--- src/hdl/sgmc_pkg.sv ---
// Constants and types of the mode-switch controller
`default_nettype none
package sgmc_pkg;

	// ==================================================================
	// Software register map (byte addresses)
	localparam logic [7:0]  REG_CTRL     = 8'h00;
	localparam logic [7:0]  REG_TIMER    = 8'h04;
	localparam logic [7:0]  REG_ADV      = 8'h08;
	localparam logic [7:0]  REG_STATUS   = 8'h0C;

	// CTRL fields
	localparam int          CTRL_MODE_LO = 0;
	localparam int          CTRL_USE_IRQ = 2;
	localparam int          CTRL_TRISPD  = 3;
	localparam int          CTRL_GO      = 31;

	// Reset values
	localparam logic [8:0]  TIMER_RST    = 9'h032;
	localparam logic [15:0] ADV_RST      = 16'h0020;
	localparam logic [15:0] AN_CTRL_RST  = 16'h1000;

	// ==================================================================
	// Device side: mode configuration word and addresses
	localparam logic [9:0]  DEV_MODE_ADDR  = 10'h300;
	localparam logic [9:0]  DEV_SPEED_ADDR = 10'h310;
	localparam int          MODE_BIT_LO    = 27;
	localparam int          TIMER_BIT_LO   = 0;
	localparam int          SPEED_BIT_LO   = 30;
	localparam int          DUPLEX_BIT     = 29;

	// PCS management register numbers and bits
	localparam logic [4:0]  MR_CTRL     = 5'h00;
	localparam logic [4:0]  MR_STAT     = 5'h01;
	localparam logic [4:0]  MR_ADV      = 5'h04;
	localparam logic [4:0]  MR_PARTNER  = 5'h05;
	localparam logic [4:0]  MR_IRQ      = 5'h10;
	localparam int          MR_RESTART  = 9;
	localparam int          MR_AN_DONE  = 5;
	localparam int          MR_IRQ_EN   = 0;
	localparam int          MR_IRQ_STAT = 1;
	localparam int          SG_SPEED_LO = 10;
	localparam int          SG_DUPLEX   = 12;
	localparam int          BX_DUPLEX   = 5;

	// ==================================================================
	// Modes and timing
	typedef enum logic [1:0] {
		MODE_ILL0  = 2'b00,
		MODE_BASEX = 2'b01,
		MODE_SGMII = 2'b10,
		MODE_ILL1  = 2'b11
	} sgmc_mode_t;

	localparam int          CLK_NS       = 10;
	localparam int          LINK_UNIT_NS = 32768;
	localparam int          UNIT_CYC     = (LINK_UNIT_NS + CLK_NS - 1)
						/ CLK_NS;
	localparam int          AN_PHASES    = 3;
	localparam int          AN_MARGIN    = 4;
	localparam int          POLL_NS      = 10000;
	localparam int          POLL_CYC     = POLL_NS / CLK_NS;

endpackage : sgmc_pkg
`default_nettype wire

--- src/hdl/sgmc_acc_if.sv ---
// Access request channel between sequencer and device port
`timescale 1ns/1ps
`default_nettype none
interface sgmc_acc_if;
	logic        req;
	logic        miim;
	logic        wr;
	logic [9:0]  addr;
	logic [31:0] wdata;
	logic        ack;
	logic [31:0] rdata;
	modport seq  (output req, miim, wr, addr, wdata,
		input ack, rdata);
	modport port (input req, miim, wr, addr, wdata,
		output ack, rdata);
endinterface : sgmc_acc_if
`default_nettype wire

--- src/hdl/sgmc_dev_port.sv ---
// Four-phase handshake onto the device management pins
`timescale 1ns/1ps
`default_nettype none
module sgmc_dev_port
	import sgmc_pkg::*;
(
	input  wire logic   clock,
	input  wire logic   arst_n,
	sgmc_acc_if.port    acc,
	output logic        dev_req,
	output logic        dev_sel_miim,
	output logic        dev_wr,
	output logic [9:0]  dev_addr,
	output logic [31:0] dev_wdata,
	input  wire logic   dev_ack,
	input  wire logic [31:0] dev_rdata
);
	typedef enum logic [1:0] {
		P_IDLE = 2'b00,
		P_REQ  = 2'b01,
		P_REL  = 2'b10
	} sgmc_pst_t;

	sgmc_pst_t   st_q, st_d;
	logic        s1_q, s2_q, s3_q, ack_q, ack_d;
	logic        req_q, req_d, miim_q, miim_d, wr_q, wr_d, done_q, done_d;
	logic [9:0]  addr_q, addr_d;
	logic [31:0] wd_q, wd_d, rd_q, rd_d;

	// ==================================================================
	// Synchroniser, counts once stages two and three agree
	always_comb
	begin
		ack_d = (s2_q == s3_q) ? s3_q : ack_q;
	end

	// ==================================================================
	// Handshake
	always_comb
	begin
		st_d   = st_q;
		req_d  = req_q;
		miim_d = miim_q;
		wr_d   = wr_q;
		addr_d = addr_q;
		wd_d   = wd_q;
		rd_d   = rd_q;
		done_d = 1'b0;
		case (st_q)
			P_IDLE:
			begin
				if (acc.req && !ack_q)
				begin
					st_d   = P_REQ;
					req_d  = 1'b1;
					miim_d = acc.miim; // RL12
					wr_d   = acc.wr;
					addr_d = acc.addr;
					wd_d   = acc.wdata;
				end
			end
			P_REQ:
			begin
				if (ack_q)
				begin
					// Data stands while ack is high
					rd_d  = dev_rdata;
					req_d = 1'b0;
					st_d  = P_REL;
				end
			end
			P_REL:
			begin
				if (!ack_q)
				begin
					done_d = 1'b1;
					st_d   = P_IDLE;
				end
			end
			default: st_d = P_IDLE;
		endcase
	end

	always_ff @(posedge clock or negedge arst_n)
	begin
		if (!arst_n)
		begin
			s1_q   <= 1'b0;
			s2_q   <= 1'b0;
			s3_q   <= 1'b0;
			ack_q  <= 1'b0;
			st_q   <= P_IDLE;
			req_q  <= 1'b0;
			miim_q <= 1'b0;
			wr_q   <= 1'b0;
			addr_q <= 10'h000;
			wd_q   <= 32'h00000000;
			rd_q   <= 32'h00000000;
			done_q <= 1'b0;
		end
		else
		begin
			s1_q   <= dev_ack;
			s2_q   <= s1_q;
			s3_q   <= s2_q;
			ack_q  <= ack_d;
			st_q   <= st_d;
			req_q  <= req_d;
			miim_q <= miim_d;
			wr_q   <= wr_d;
			addr_q <= addr_d;
			wd_q   <= wd_d;
			rd_q   <= rd_d;
			done_q <= done_d;
		end
	end

	assign dev_req      = req_q;
	assign dev_sel_miim = miim_q;
	assign dev_wr       = wr_q;
	assign dev_addr     = addr_q;
	assign dev_wdata    = wd_q;
	assign acc.ack      = done_q;
	assign acc.rdata    = rd_q;
endmodule : sgmc_dev_port
`default_nettype wire

--- src/hdl/sgmc_ctrl.sv ---
// Host-side SGMII / 1000BASE-X mode switch and autoneg controller
// Notes on behaviour
// [RL1] Device link timer unit is 4096 reference clocks, 32.768 us.
// [RL2] Link timer is a nine-bit value written into mode configuration.
// [RL3] Device expiry may be up to one unit early, never late.
// [RL4] SGMII timer value is 50; software may lower it in simulation.
// [RL5] One link timer times three autoneg phases.
// [RL6] SGMII autoneg follows 1000BASE-X with a 1.6 ms timer.
// [RL7] SGMII config word carries speed and duplex of the PHY.
// [RL8] Host reads negotiated results and programs MAC speed and duplex.
// [RL9] Device sets status bit 1.5 when autoneg completes.
// [RL10] Device interrupt stays low while disabled.
// [RL11] Interrupt stays high until host writes zero to bit 16.1.
// [RL12] Interrupt enable and clear go through management registers.
// [RL13] Internal loopback turns data round at the PCS edge.
// [RL14] Internal loopback sends Idle to the transceiver.
// [RL15] Device has a transceiver loopback output; data also goes out.
// [RL16] Mode bits 28:27: 01 is 1000BASE-X, 10 is SGMII, others illegal.
// [RL17] A mode bit write starts the switch at once.
// [RL18] Timer value goes in the same write as the mode bits.
// [RL19] Management fields change meaning at once after a switch.
// [RL20] Going SGMII to 1000BASE-X, rewrite advertisement before restart.
// [RL21] Set bit 0.9 to restart; switch ends when autoneg completes.
// [RL22] Switch only after power-up or reset release, tri-speed only.
// [RL23] Device reloads the timer at each timed phase.
`timescale 1ns/1ps
`default_nettype none
module sgmc_ctrl
	import sgmc_pkg::*;
#(
	parameter int UNIT_CYCLES = sgmc_pkg::UNIT_CYC,
	parameter int POLL_CYCLES = sgmc_pkg::POLL_CYC
)
(
	input  wire logic        clock,
	input  wire logic        arst_n,
	input  wire logic [7:0]  sw_addr,
	input  wire logic [31:0] sw_wdata,
	input  wire logic        sw_wr,
	input  wire logic        sw_rd,
	output logic [31:0]      sw_rdata,
	output logic             dev_req,
	output logic             dev_sel_miim,
	output logic             dev_wr,
	output logic [9:0]       dev_addr,
	output logic [31:0]      dev_wdata,
	input  wire logic        dev_ack,
	input  wire logic [31:0] dev_rdata,
	input  wire logic        autoneg_irq_out
);
	initial
	begin
		if (UNIT_CYCLES < 1 || UNIT_CYCLES > 8191 || POLL_CYCLES < 1)
			$error("sgmc_ctrl: unsupported cycle parameters");
	end

	typedef enum logic [3:0] {
		S_IDLE  = 4'b0000,
		S_MODE  = 4'b0001,
		S_ADV   = 4'b0010,
		S_IEN   = 4'b0011,
		S_RST   = 4'b0100,
		S_WAIT  = 4'b0101,
		S_POLL  = 4'b0110,
		S_RES   = 4'b0111,
		S_MAC   = 4'b1000,
		S_ICLR  = 4'b1001
	} sgmc_state_t;

	function automatic logic mode_legal(input logic [1:0] m);
		return m == MODE_BASEX || m == MODE_SGMII; // RL16
	endfunction : mode_legal

	function automatic logic [9:0] mreg(input logic [4:0] r);
		return {5'h00, r};
	endfunction : mreg

	sgmc_acc_if acc ();

	// ==================================================================
	// Software registers and sequencer state
	sgmc_state_t  st_q, st_d;
	logic [1:0]   mode_q, mode_d, cur_q, cur_d;
	logic         uirq_q, uirq_d, tri_q, tri_d;
	logic [8:0]   tmr_q, tmr_d;
	logic [15:0]  adv_q, adv_d, anc_q, anc_d, ptr_q, ptr_d;
	logic         busy_q, busy_d, done_q, done_d, err_q, err_d;
	logic         tmo_q, tmo_d, allow_q, allow_d, pend_q, pend_d;
	logic         advd_q, advd_d;
	logic [31:0]  rdat_q, rdat_d, cnt_q, cnt_d, poll_q, poll_d;
	logic         i1_q, i2_q, i3_q, irq_q, irq_d;
	logic         go;
	logic [31:0]  deadline;

	assign go = sw_wr && sw_addr == REG_CTRL && sw_wdata[CTRL_GO];
	// Host deadline: three phases, each one full timer, with margin
	assign deadline = 32'(tmr_q) * 32'(UNIT_CYCLES)
		* 32'(AN_PHASES * AN_MARGIN); // RL5

	// ==================================================================
	// Interrupt pin synchroniser
	always_comb
	begin
		irq_d = (i2_q == i3_q) ? i3_q : irq_q; // RL10
	end

	// ==================================================================
	// Register port and sequencer
	always_comb
	begin
		st_d    = st_q;
		mode_d  = mode_q;
		cur_d   = cur_q;
		uirq_d  = uirq_q;
		tri_d   = tri_q;
		tmr_d   = tmr_q;
		adv_d   = adv_q;
		anc_d   = anc_q;
		ptr_d   = ptr_q;
		busy_d  = busy_q;
		done_d  = done_q;
		err_d   = err_q;
		tmo_d   = tmo_q;
		allow_d = allow_q;
		pend_d  = pend_q;
		advd_d  = advd_q;
		cnt_d   = cnt_q;
		poll_d  = poll_q;
		rdat_d  = 32'h00000000;
		acc.req   = 1'b0;
		acc.miim  = 1'b1;
		acc.wr    = 1'b1;
		acc.addr  = 10'h000;
		acc.wdata = 32'h00000000;

		if (sw_rd)
		begin
			case (sw_addr)
				REG_CTRL:   rdat_d = {28'h0000000, tri_q, uirq_q, mode_q};
				REG_TIMER:  rdat_d = {23'h000000, tmr_q};
				REG_ADV:    rdat_d = {anc_q, adv_q};
				REG_STATUS: rdat_d = {ptr_q, 8'h00, irq_q, cur_q,
					allow_q, tmo_q, err_q, done_q, busy_q};
				default:    rdat_d = 32'h00000000;
			endcase
		end
		if (sw_wr && !busy_q)
		begin
			case (sw_addr)
				REG_CTRL:
				begin
					mode_d = sw_wdata[CTRL_MODE_LO +: 2];
					uirq_d = sw_wdata[CTRL_USE_IRQ];
					tri_d  = sw_wdata[CTRL_TRISPD];
				end
				REG_TIMER: tmr_d = sw_wdata[8:0]; // RL2
				REG_ADV:
				begin
					adv_d = sw_wdata[15:0];
					anc_d = sw_wdata[31:16];
				end
				default: ;
			endcase
		end
		if (go && !busy_q)
		begin
			done_d = 1'b0;
			tmo_d  = 1'b0;
			// Refused unless legal, tri-speed, and first since reset
			if (mode_legal(sw_wdata[CTRL_MODE_LO +: 2]) && allow_q
				&& sw_wdata[CTRL_TRISPD]) // RL22
			begin
				err_d   = 1'b0;
				busy_d  = 1'b1;
				allow_d = 1'b0;
				advd_d  = 1'b0;
				st_d    = S_MODE;
			end
			else
				err_d = 1'b1;
		end

		case (st_q)
			S_IDLE: ;
			S_MODE:
			begin
				acc.miim  = 1'b0;
				acc.addr  = DEV_MODE_ADDR;
				acc.wdata = 32'(mode_q) << MODE_BIT_LO;
				// Timer rides in the same write as the mode
				acc.wdata[TIMER_BIT_LO +: 9] = tmr_q; // RL18
				acc.req   = !pend_q; // RL17
				if (acc.ack)
				begin
					cur_d = mode_q; // RL19
					st_d  = (mode_q == MODE_BASEX && cur_q == MODE_SGMII)
						? S_ADV : S_IEN;
				end
			end
			S_ADV:
			begin
				acc.addr  = mreg(MR_ADV);
				acc.wdata = {16'h0000, adv_q}; // RL20
				acc.req   = !pend_q;
				if (acc.ack)
				begin
					advd_d = 1'b1;
					st_d   = S_IEN;
				end
			end
			S_IEN:
			begin
				acc.addr  = mreg(MR_IRQ);
				acc.wdata = 32'(uirq_q) << MR_IRQ_EN; // RL12
				acc.req   = !pend_q;
				if (acc.ack)
					st_d = S_RST;
			end
			S_RST:
			begin
				acc.addr  = mreg(MR_CTRL);
				acc.wdata = {16'h0000, anc_q};
				acc.wdata[MR_RESTART] = 1'b1; // RL21
				acc.req   = !pend_q;
				if (acc.ack)
				begin
					cnt_d  = 32'h00000000;
					poll_d = 32'h00000000;
					st_d   = S_WAIT;
				end
			end
			S_WAIT:
			begin
				cnt_d  = cnt_q + 32'h00000001;
				poll_d = poll_q + 32'h00000001;
				if (uirq_q && irq_q)
					st_d = S_RES; // RL11
				else if (cnt_q >= deadline)
				begin
					tmo_d  = 1'b1;
					busy_d = 1'b0;
					st_d   = S_IDLE;
				end
				else if (!uirq_q && poll_q >= 32'(POLL_CYCLES))
					st_d = S_POLL;
			end
			S_POLL:
			begin
				acc.wr   = 1'b0;
				acc.addr = mreg(MR_STAT);
				acc.req  = !pend_q;
				cnt_d    = cnt_q + 32'h00000001;
				if (acc.ack)
				begin
					poll_d = 32'h00000000;
					st_d   = acc.rdata[MR_AN_DONE] ? S_RES : S_WAIT; // RL9
				end
			end
			S_RES:
			begin
				acc.wr   = 1'b0;
				acc.addr = mreg(MR_PARTNER);
				acc.req  = !pend_q;
				if (acc.ack)
				begin
					ptr_d = acc.rdata[15:0]; // RL7
					st_d  = S_MAC;
				end
			end
			S_MAC:
			begin
				// MAC never follows the link by itself
				acc.miim  = 1'b0;
				acc.addr  = DEV_SPEED_ADDR;
				if (cur_q == MODE_SGMII)
				begin
					acc.wdata[SPEED_BIT_LO +: 2] = ptr_q[SG_SPEED_LO +: 2];
					acc.wdata[DUPLEX_BIT] = ptr_q[SG_DUPLEX];
				end
				else
				begin
					acc.wdata[SPEED_BIT_LO +: 2] = 2'b10;
					acc.wdata[DUPLEX_BIT] = ptr_q[BX_DUPLEX];
				end
				acc.req   = !pend_q; // RL8
				if (acc.ack)
					st_d = S_ICLR;
			end
			S_ICLR:
			begin
				acc.addr  = mreg(MR_IRQ);
				acc.wdata = 32'(uirq_q) << MR_IRQ_EN; // RL11
				acc.req   = !pend_q;
				if (acc.ack)
				begin
					done_d = 1'b1; // RL21
					busy_d = 1'b0;
					st_d   = S_IDLE;
				end
			end
			default: st_d = S_IDLE;
		endcase
		pend_d = (pend_q || acc.req) && !acc.ack;
	end

	always_ff @(posedge clock or negedge arst_n)
	begin
		if (!arst_n)
		begin
			st_q    <= S_IDLE;
			mode_q  <= MODE_SGMII;
			cur_q   <= MODE_SGMII;
			uirq_q  <= 1'b0;
			tri_q   <= 1'b0;
			tmr_q   <= TIMER_RST; // RL4
			adv_q   <= ADV_RST;
			anc_q   <= AN_CTRL_RST;
			ptr_q   <= 16'h0000;
			busy_q  <= 1'b0;
			done_q  <= 1'b0;
			err_q   <= 1'b0;
			tmo_q   <= 1'b0;
			allow_q <= 1'b1;
			pend_q  <= 1'b0;
			advd_q  <= 1'b0;
			cnt_q   <= 32'h00000000;
			poll_q  <= 32'h00000000;
			rdat_q  <= 32'h00000000;
			i1_q    <= 1'b0;
			i2_q    <= 1'b0;
			i3_q    <= 1'b0;
			irq_q   <= 1'b0;
		end
		else
		begin
			st_q    <= st_d;
			mode_q  <= mode_d;
			cur_q   <= cur_d;
			uirq_q  <= uirq_d;
			tri_q   <= tri_d;
			tmr_q   <= tmr_d;
			adv_q   <= adv_d;
			anc_q   <= anc_d;
			ptr_q   <= ptr_d;
			busy_q  <= busy_d;
			done_q  <= done_d;
			err_q   <= err_d;
			tmo_q   <= tmo_d;
			allow_q <= allow_d;
			pend_q  <= pend_d;
			advd_q  <= advd_d;
			cnt_q   <= cnt_d;
			poll_q  <= poll_d;
			rdat_q  <= rdat_d;
			i1_q    <= autoneg_irq_out;
			i2_q    <= i1_q;
			i3_q    <= i2_q;
			irq_q   <= irq_d;
		end
	end

	assign sw_rdata = rdat_q;

	sgmc_dev_port u_port (
		.clock        (clock),
		.arst_n       (arst_n),
		.acc          (acc),
		.dev_req      (dev_req),
		.dev_sel_miim (dev_sel_miim),
		.dev_wr       (dev_wr),
		.dev_addr     (dev_addr),
		.dev_wdata    (dev_wdata),
		.dev_ack      (dev_ack),
		.dev_rdata    (dev_rdata)
	);
endmodule : sgmc_ctrl
`default_nettype wire

--- config.mk ---
export PLATFORM = sky130hd
export DESIGN_NAME = sgmc_ctrl
export DESIGN_NICKNAME = d
export VERILOG_FILES = /design/src/hdl/sgmc_pkg.sv /design/src/hdl/sgmc_acc_if.sv /design/src/hdl/sgmc_dev_port.sv /design/src/hdl/sgmc_ctrl.sv
export SDC_FILE = /design/constraint.sdc
export NUM_CORES = 1
export LEC_CHECK = 0
export BUFFER_PORTS_ARGS = -buffer_cell sky130_fd_sc_hd__buf_4
export CORE_MARGIN = 2
export CORE_UTILIZATION = 40
export DETAILED_ROUTE_END_ITERATION = 10
export HOLD_SLACK_MARGIN = 0.12
export PLACE_DENSITY = 0.72
export SYNTH_ARGS = -nofsm -noshare
export SYNTH_HDL_FRONTEND = slang
export SYNTH_SLANG_ARGS = --single-unit
export TNS_END_PERCENT = 10
--- constraint.sdc ---
create_clock -name clock -period 6.75 [get_ports clock]
set_input_delay 1.0125 -clock clock [delete_from_list [all_inputs] [get_ports clock]]
set_output_delay 1.0125 -clock clock [all_outputs]
set_load 0.01 [all_outputs]
==> results by group <==
Hold path
  • Tightest Hold Check Type: flop to flop

Cells and area
  • Area Overhead vs Synth: 22.79%
  • Core Util, Final: 0.4952
  • Nets: 1707
  • Layout cells sized above 1: 0.2854
  • Design area: 16480 µm²

Yosys
  • EDFF count, synth: 0
  • Number of synthesized register bits: 224
  • Cell variety after synth: 78
  • Mapped Area: 13420 µm²
  • Sequential fraction of the synthesis area: 0.4183
  • Ys Warns: 0
  • Syn Area/Cell: 10.31 µm²
  • Cell taking the most area after synthesis: dfrtp_1
  • Asr flop ratio synth: 1.000
  • Synth Instances: 1302
  • Post-synth top flop: dfrtp_1
  • Synth top area share: 0.4027
  • Area contributors post-synth: dfrtp_1, ha_1, mux2_2

Floorplan
  • Core area: 33280 µm²
  • Row count: 67
  • Die X: 187.2 µm
  • IO Pins: 155
  • Die Area: 35040 µm²
  • Initial core utilization: 0.4033
  • Die H: 187.2 µm

STA
  • Tmin final: 6837 ps
  • Fmax: 0.1463 GHz
  • Final Max Tran Viols: 0
  • Clock Skew: 21.20 ps
  • Fin crit share: 1.013
  • Count of final setup violators: 2
  • Fin. Hold Viols: 0
  • Final WS setup: -86.72 ps
  • Max-slew headroom: 0.1939
  • Hold slack: 347.5 ps
  • RSZ-0062 raised after global routing: true
  • Worst-Margin Slew: 1208 ps

GRT
  • Vias in the first global route: 10606
  • GRT Util Overall: 0.1893
  • GRT overflow: 0
  • Initial antenna violation count: 3
  • First-pass GRT wire length: 54770 µm
  • Largest net degree at the start of global routing: 86

Clock network
  • Total clock sinks: 224
  • Clock Path Buffers: 3
  • TritonCTS Buffers: 23
  • Post-CTS Hold Buffers: 0
  • Clock transition at path regs: 60 ps
  • Root Driver: clkbuf_16
  • Clock latency on the worst-skew pair: 530 ps
  • Clock tree from TritonCTS: built
  • CTS H-tree depth: 1

Pwr
  • PwrDens: 228.5 nW/µm²
  • Pleak: 8.069 nW
  • Peak VDD IR: 204.7 µV

Route
  • DRT antenna net count: 0
  • Drt pass-1 iters: 5
  • Via count: 10525
  • DR vias/cell: 5.335
  • Drt wl/cell: 16.75 µm
  • # DRC: 0
  • Final wirelength: 33060 µm
  • 1st-iter DRT viols: 653

Worst setup path
  • Worst Path Required: 7160 ps
  • CP Class: flop to flop
  • Critical Path Source Type: flop
  • Crit path DAT: 7240 ps
  • Setup crit end kind: flop
  • CP Max Fanout: 5

Place
  • DP Area: 15350 µm²
  • Dpl hpwl: 23790 µm
  • Placer Congestion: 0.8614
  • Number of port buffers: 122

Job
  • Max-cap viol count: 0

Run status
  • Failing checks: setup timing
  • Status: finished, violations left
[power breakdown]
group          switching [mW]  internal [mW]  leakage (nW)
registers               0.109           1.47          2.99
clock network           0.529          0.758         0.377
logic                   0.455          0.447          4.70
[cells by family (layout without fill, tap and decap cells)]
group / count (synthesis) / count (layout) / synth area share
buffers and inverters: 149 / 356 / 0.04903
and+or+nand+nor: 383 / 383 / 0.1490
muxes: 91 / 91 / 0.07951
adders and majority gates: 123 / 123 / 0.1277
other: 1 / 17 / 0.0002794
DFF: 224 / 224 / 0.4183
xor gates and xnor gates: 78 / 78 / 0.05090
AOI/OAI and AO/OA: 253 / 253 / 0.1252
[flip-flops by register name, summed over array words and instances, names as in the netlist, 2 cells and up]
register	flops
cnt_q	32
poll_q	32
sw_rdata	32
u_port.dev_wdata	21
adv_q	16
anc_q	16
ptr_q	16
u_port.acc.rdata	16
tmr_q	9
st_q	4
u_port.dev_addr	4
cur_q	2
mode_q	2
u_port.st_q	2
[worst max-delay path, cell delays in order (launching register included)]
cell,delay [ps]
dfstp_2,540
buf_4,130
ha_4,220
ha_4,270
inv_1,40
fa_1,470
fa_1,560
inv_1,70
ha_4,250
nor2b_2,160
o31a_2,370
o22a_1,210
a21oi_2,150
xnor2_1,170
ha_1,280
a21o_1,190
or3_4,390
nor4b_4,330
o21bai_1,110
xnor2_1,140
ha_2,170
a21o_1,170
a21o_1,170
a21o_1,180
a2111oi_4,390
o41ai_4,140
buf_6,160
a32o_1,240
[final timing paths]
path                       startpoint              endpoint  cells after the start  slack (ps)
min in group asynchronous      arst_n  u_port.dev_wdata[10]                      1         470
setup / recovery             tmr_q[1]                 tmo_q                     27         -90
hold reg to reg                  i1_q                  i2_q                      0         350
hold / removal                   i1_q                  i2_q                      0         350
max in group asynchronous      arst_n             cnt_q[17]                      2        4840
setup reg to reg             tmr_q[1]                 tmo_q                     27         -90
[synth_stat cells, drive strengths merged, types with 25 or more instances]
master,instances
a21oi,60
xnor2,34
dfrtp,216
inv,86
o21ai,62
mux2,85
nand2,85
xor2,44
buf,36
ha,97
nand3,27
clkbuf,27
nand4,25
nor2,114
a22oi,27
and3,27
[layer usage]
layer	GRT usage	vias to the layer above	share of wire
met3	0.02871	48	0.060
li1	-	4996	-
met4	0.04548	4	0.020
met5	0	-	0.00085
met1	0.2455	5167	0.43
met2	0.3323	310	0.49
[cell usage in the layout, fill, tap and decap left out, types with 8 or more instances in the layout]
cell type / synthesis / layout
a21o_1: 15 / 15
a21oi_1: 57 / 54
a22o_1: 9 / 9
a22oi_1: 27 / 27
a31oi_1: 8 / 8
and2_1: 11 / 10
and3_1: 27 / 26
buf_4: 18 / 226
clkbuf_16: 0 / 23
conb_1: 1 / 16
dfrtp_1: 216 / 216
dfstp_2: 8 / 8
fa_1: 24 / 23
ha_1: 97 / 85
ha_4: 0 / 9
inv_1: 86 / 81
mux2_2: 85 / 85
nand2_1: 84 / 84
nand2b_1: 12 / 12
nand3_1: 25 / 25
nand4_1: 25 / 25
nor2_1: 114 / 113
nor3_1: 15 / 14
nor4_1: 10 / 10
o21a_1: 12 / 12
o21ai_0: 60 / 55
xnor2_1: 34 / 34
xor2_1: 44 / 42
[metrics by stage]
stage	total power [mW]	setup TNS, ps	setup WS [ps]	std cells
6_report	3.766	-90.01	-86.72	1973
4_1_cts	3.778	0	1.283	1971
3_3_place_gp	2.411	-1025	-299.8	1919
2_1_floorplan	2.122	0	46.87	1317
3_5_place_dp	2.438	-1550	-399.0	1919
5_1_grt	3.970	-1194	-315.0	1972
[what timing repair did]
item / 4_1_cts / 5_1_grt
resized for setup: 49 / 4
setup endpoints to repair: 5 / 5
setup buffers: 12 / 1
pin swaps: 43 / 3
[cell type report]
cell class | count | area (µm²)
Tap cell | 448 | 560.5
Clock buffer | 30 | 611.8
Timing Repair Buffer | 229 | 1734
Multi-Input combinational cell | 944 | 7490
Inverter | 86 | 322.8
Antenna cell | 1 | 2.502
Sequential cell | 224 | 5615
Clock inverter | 11 | 145.1
Fill cell | 2916 | 16800
Note: power is estimated with default switching activity, not from simulation.
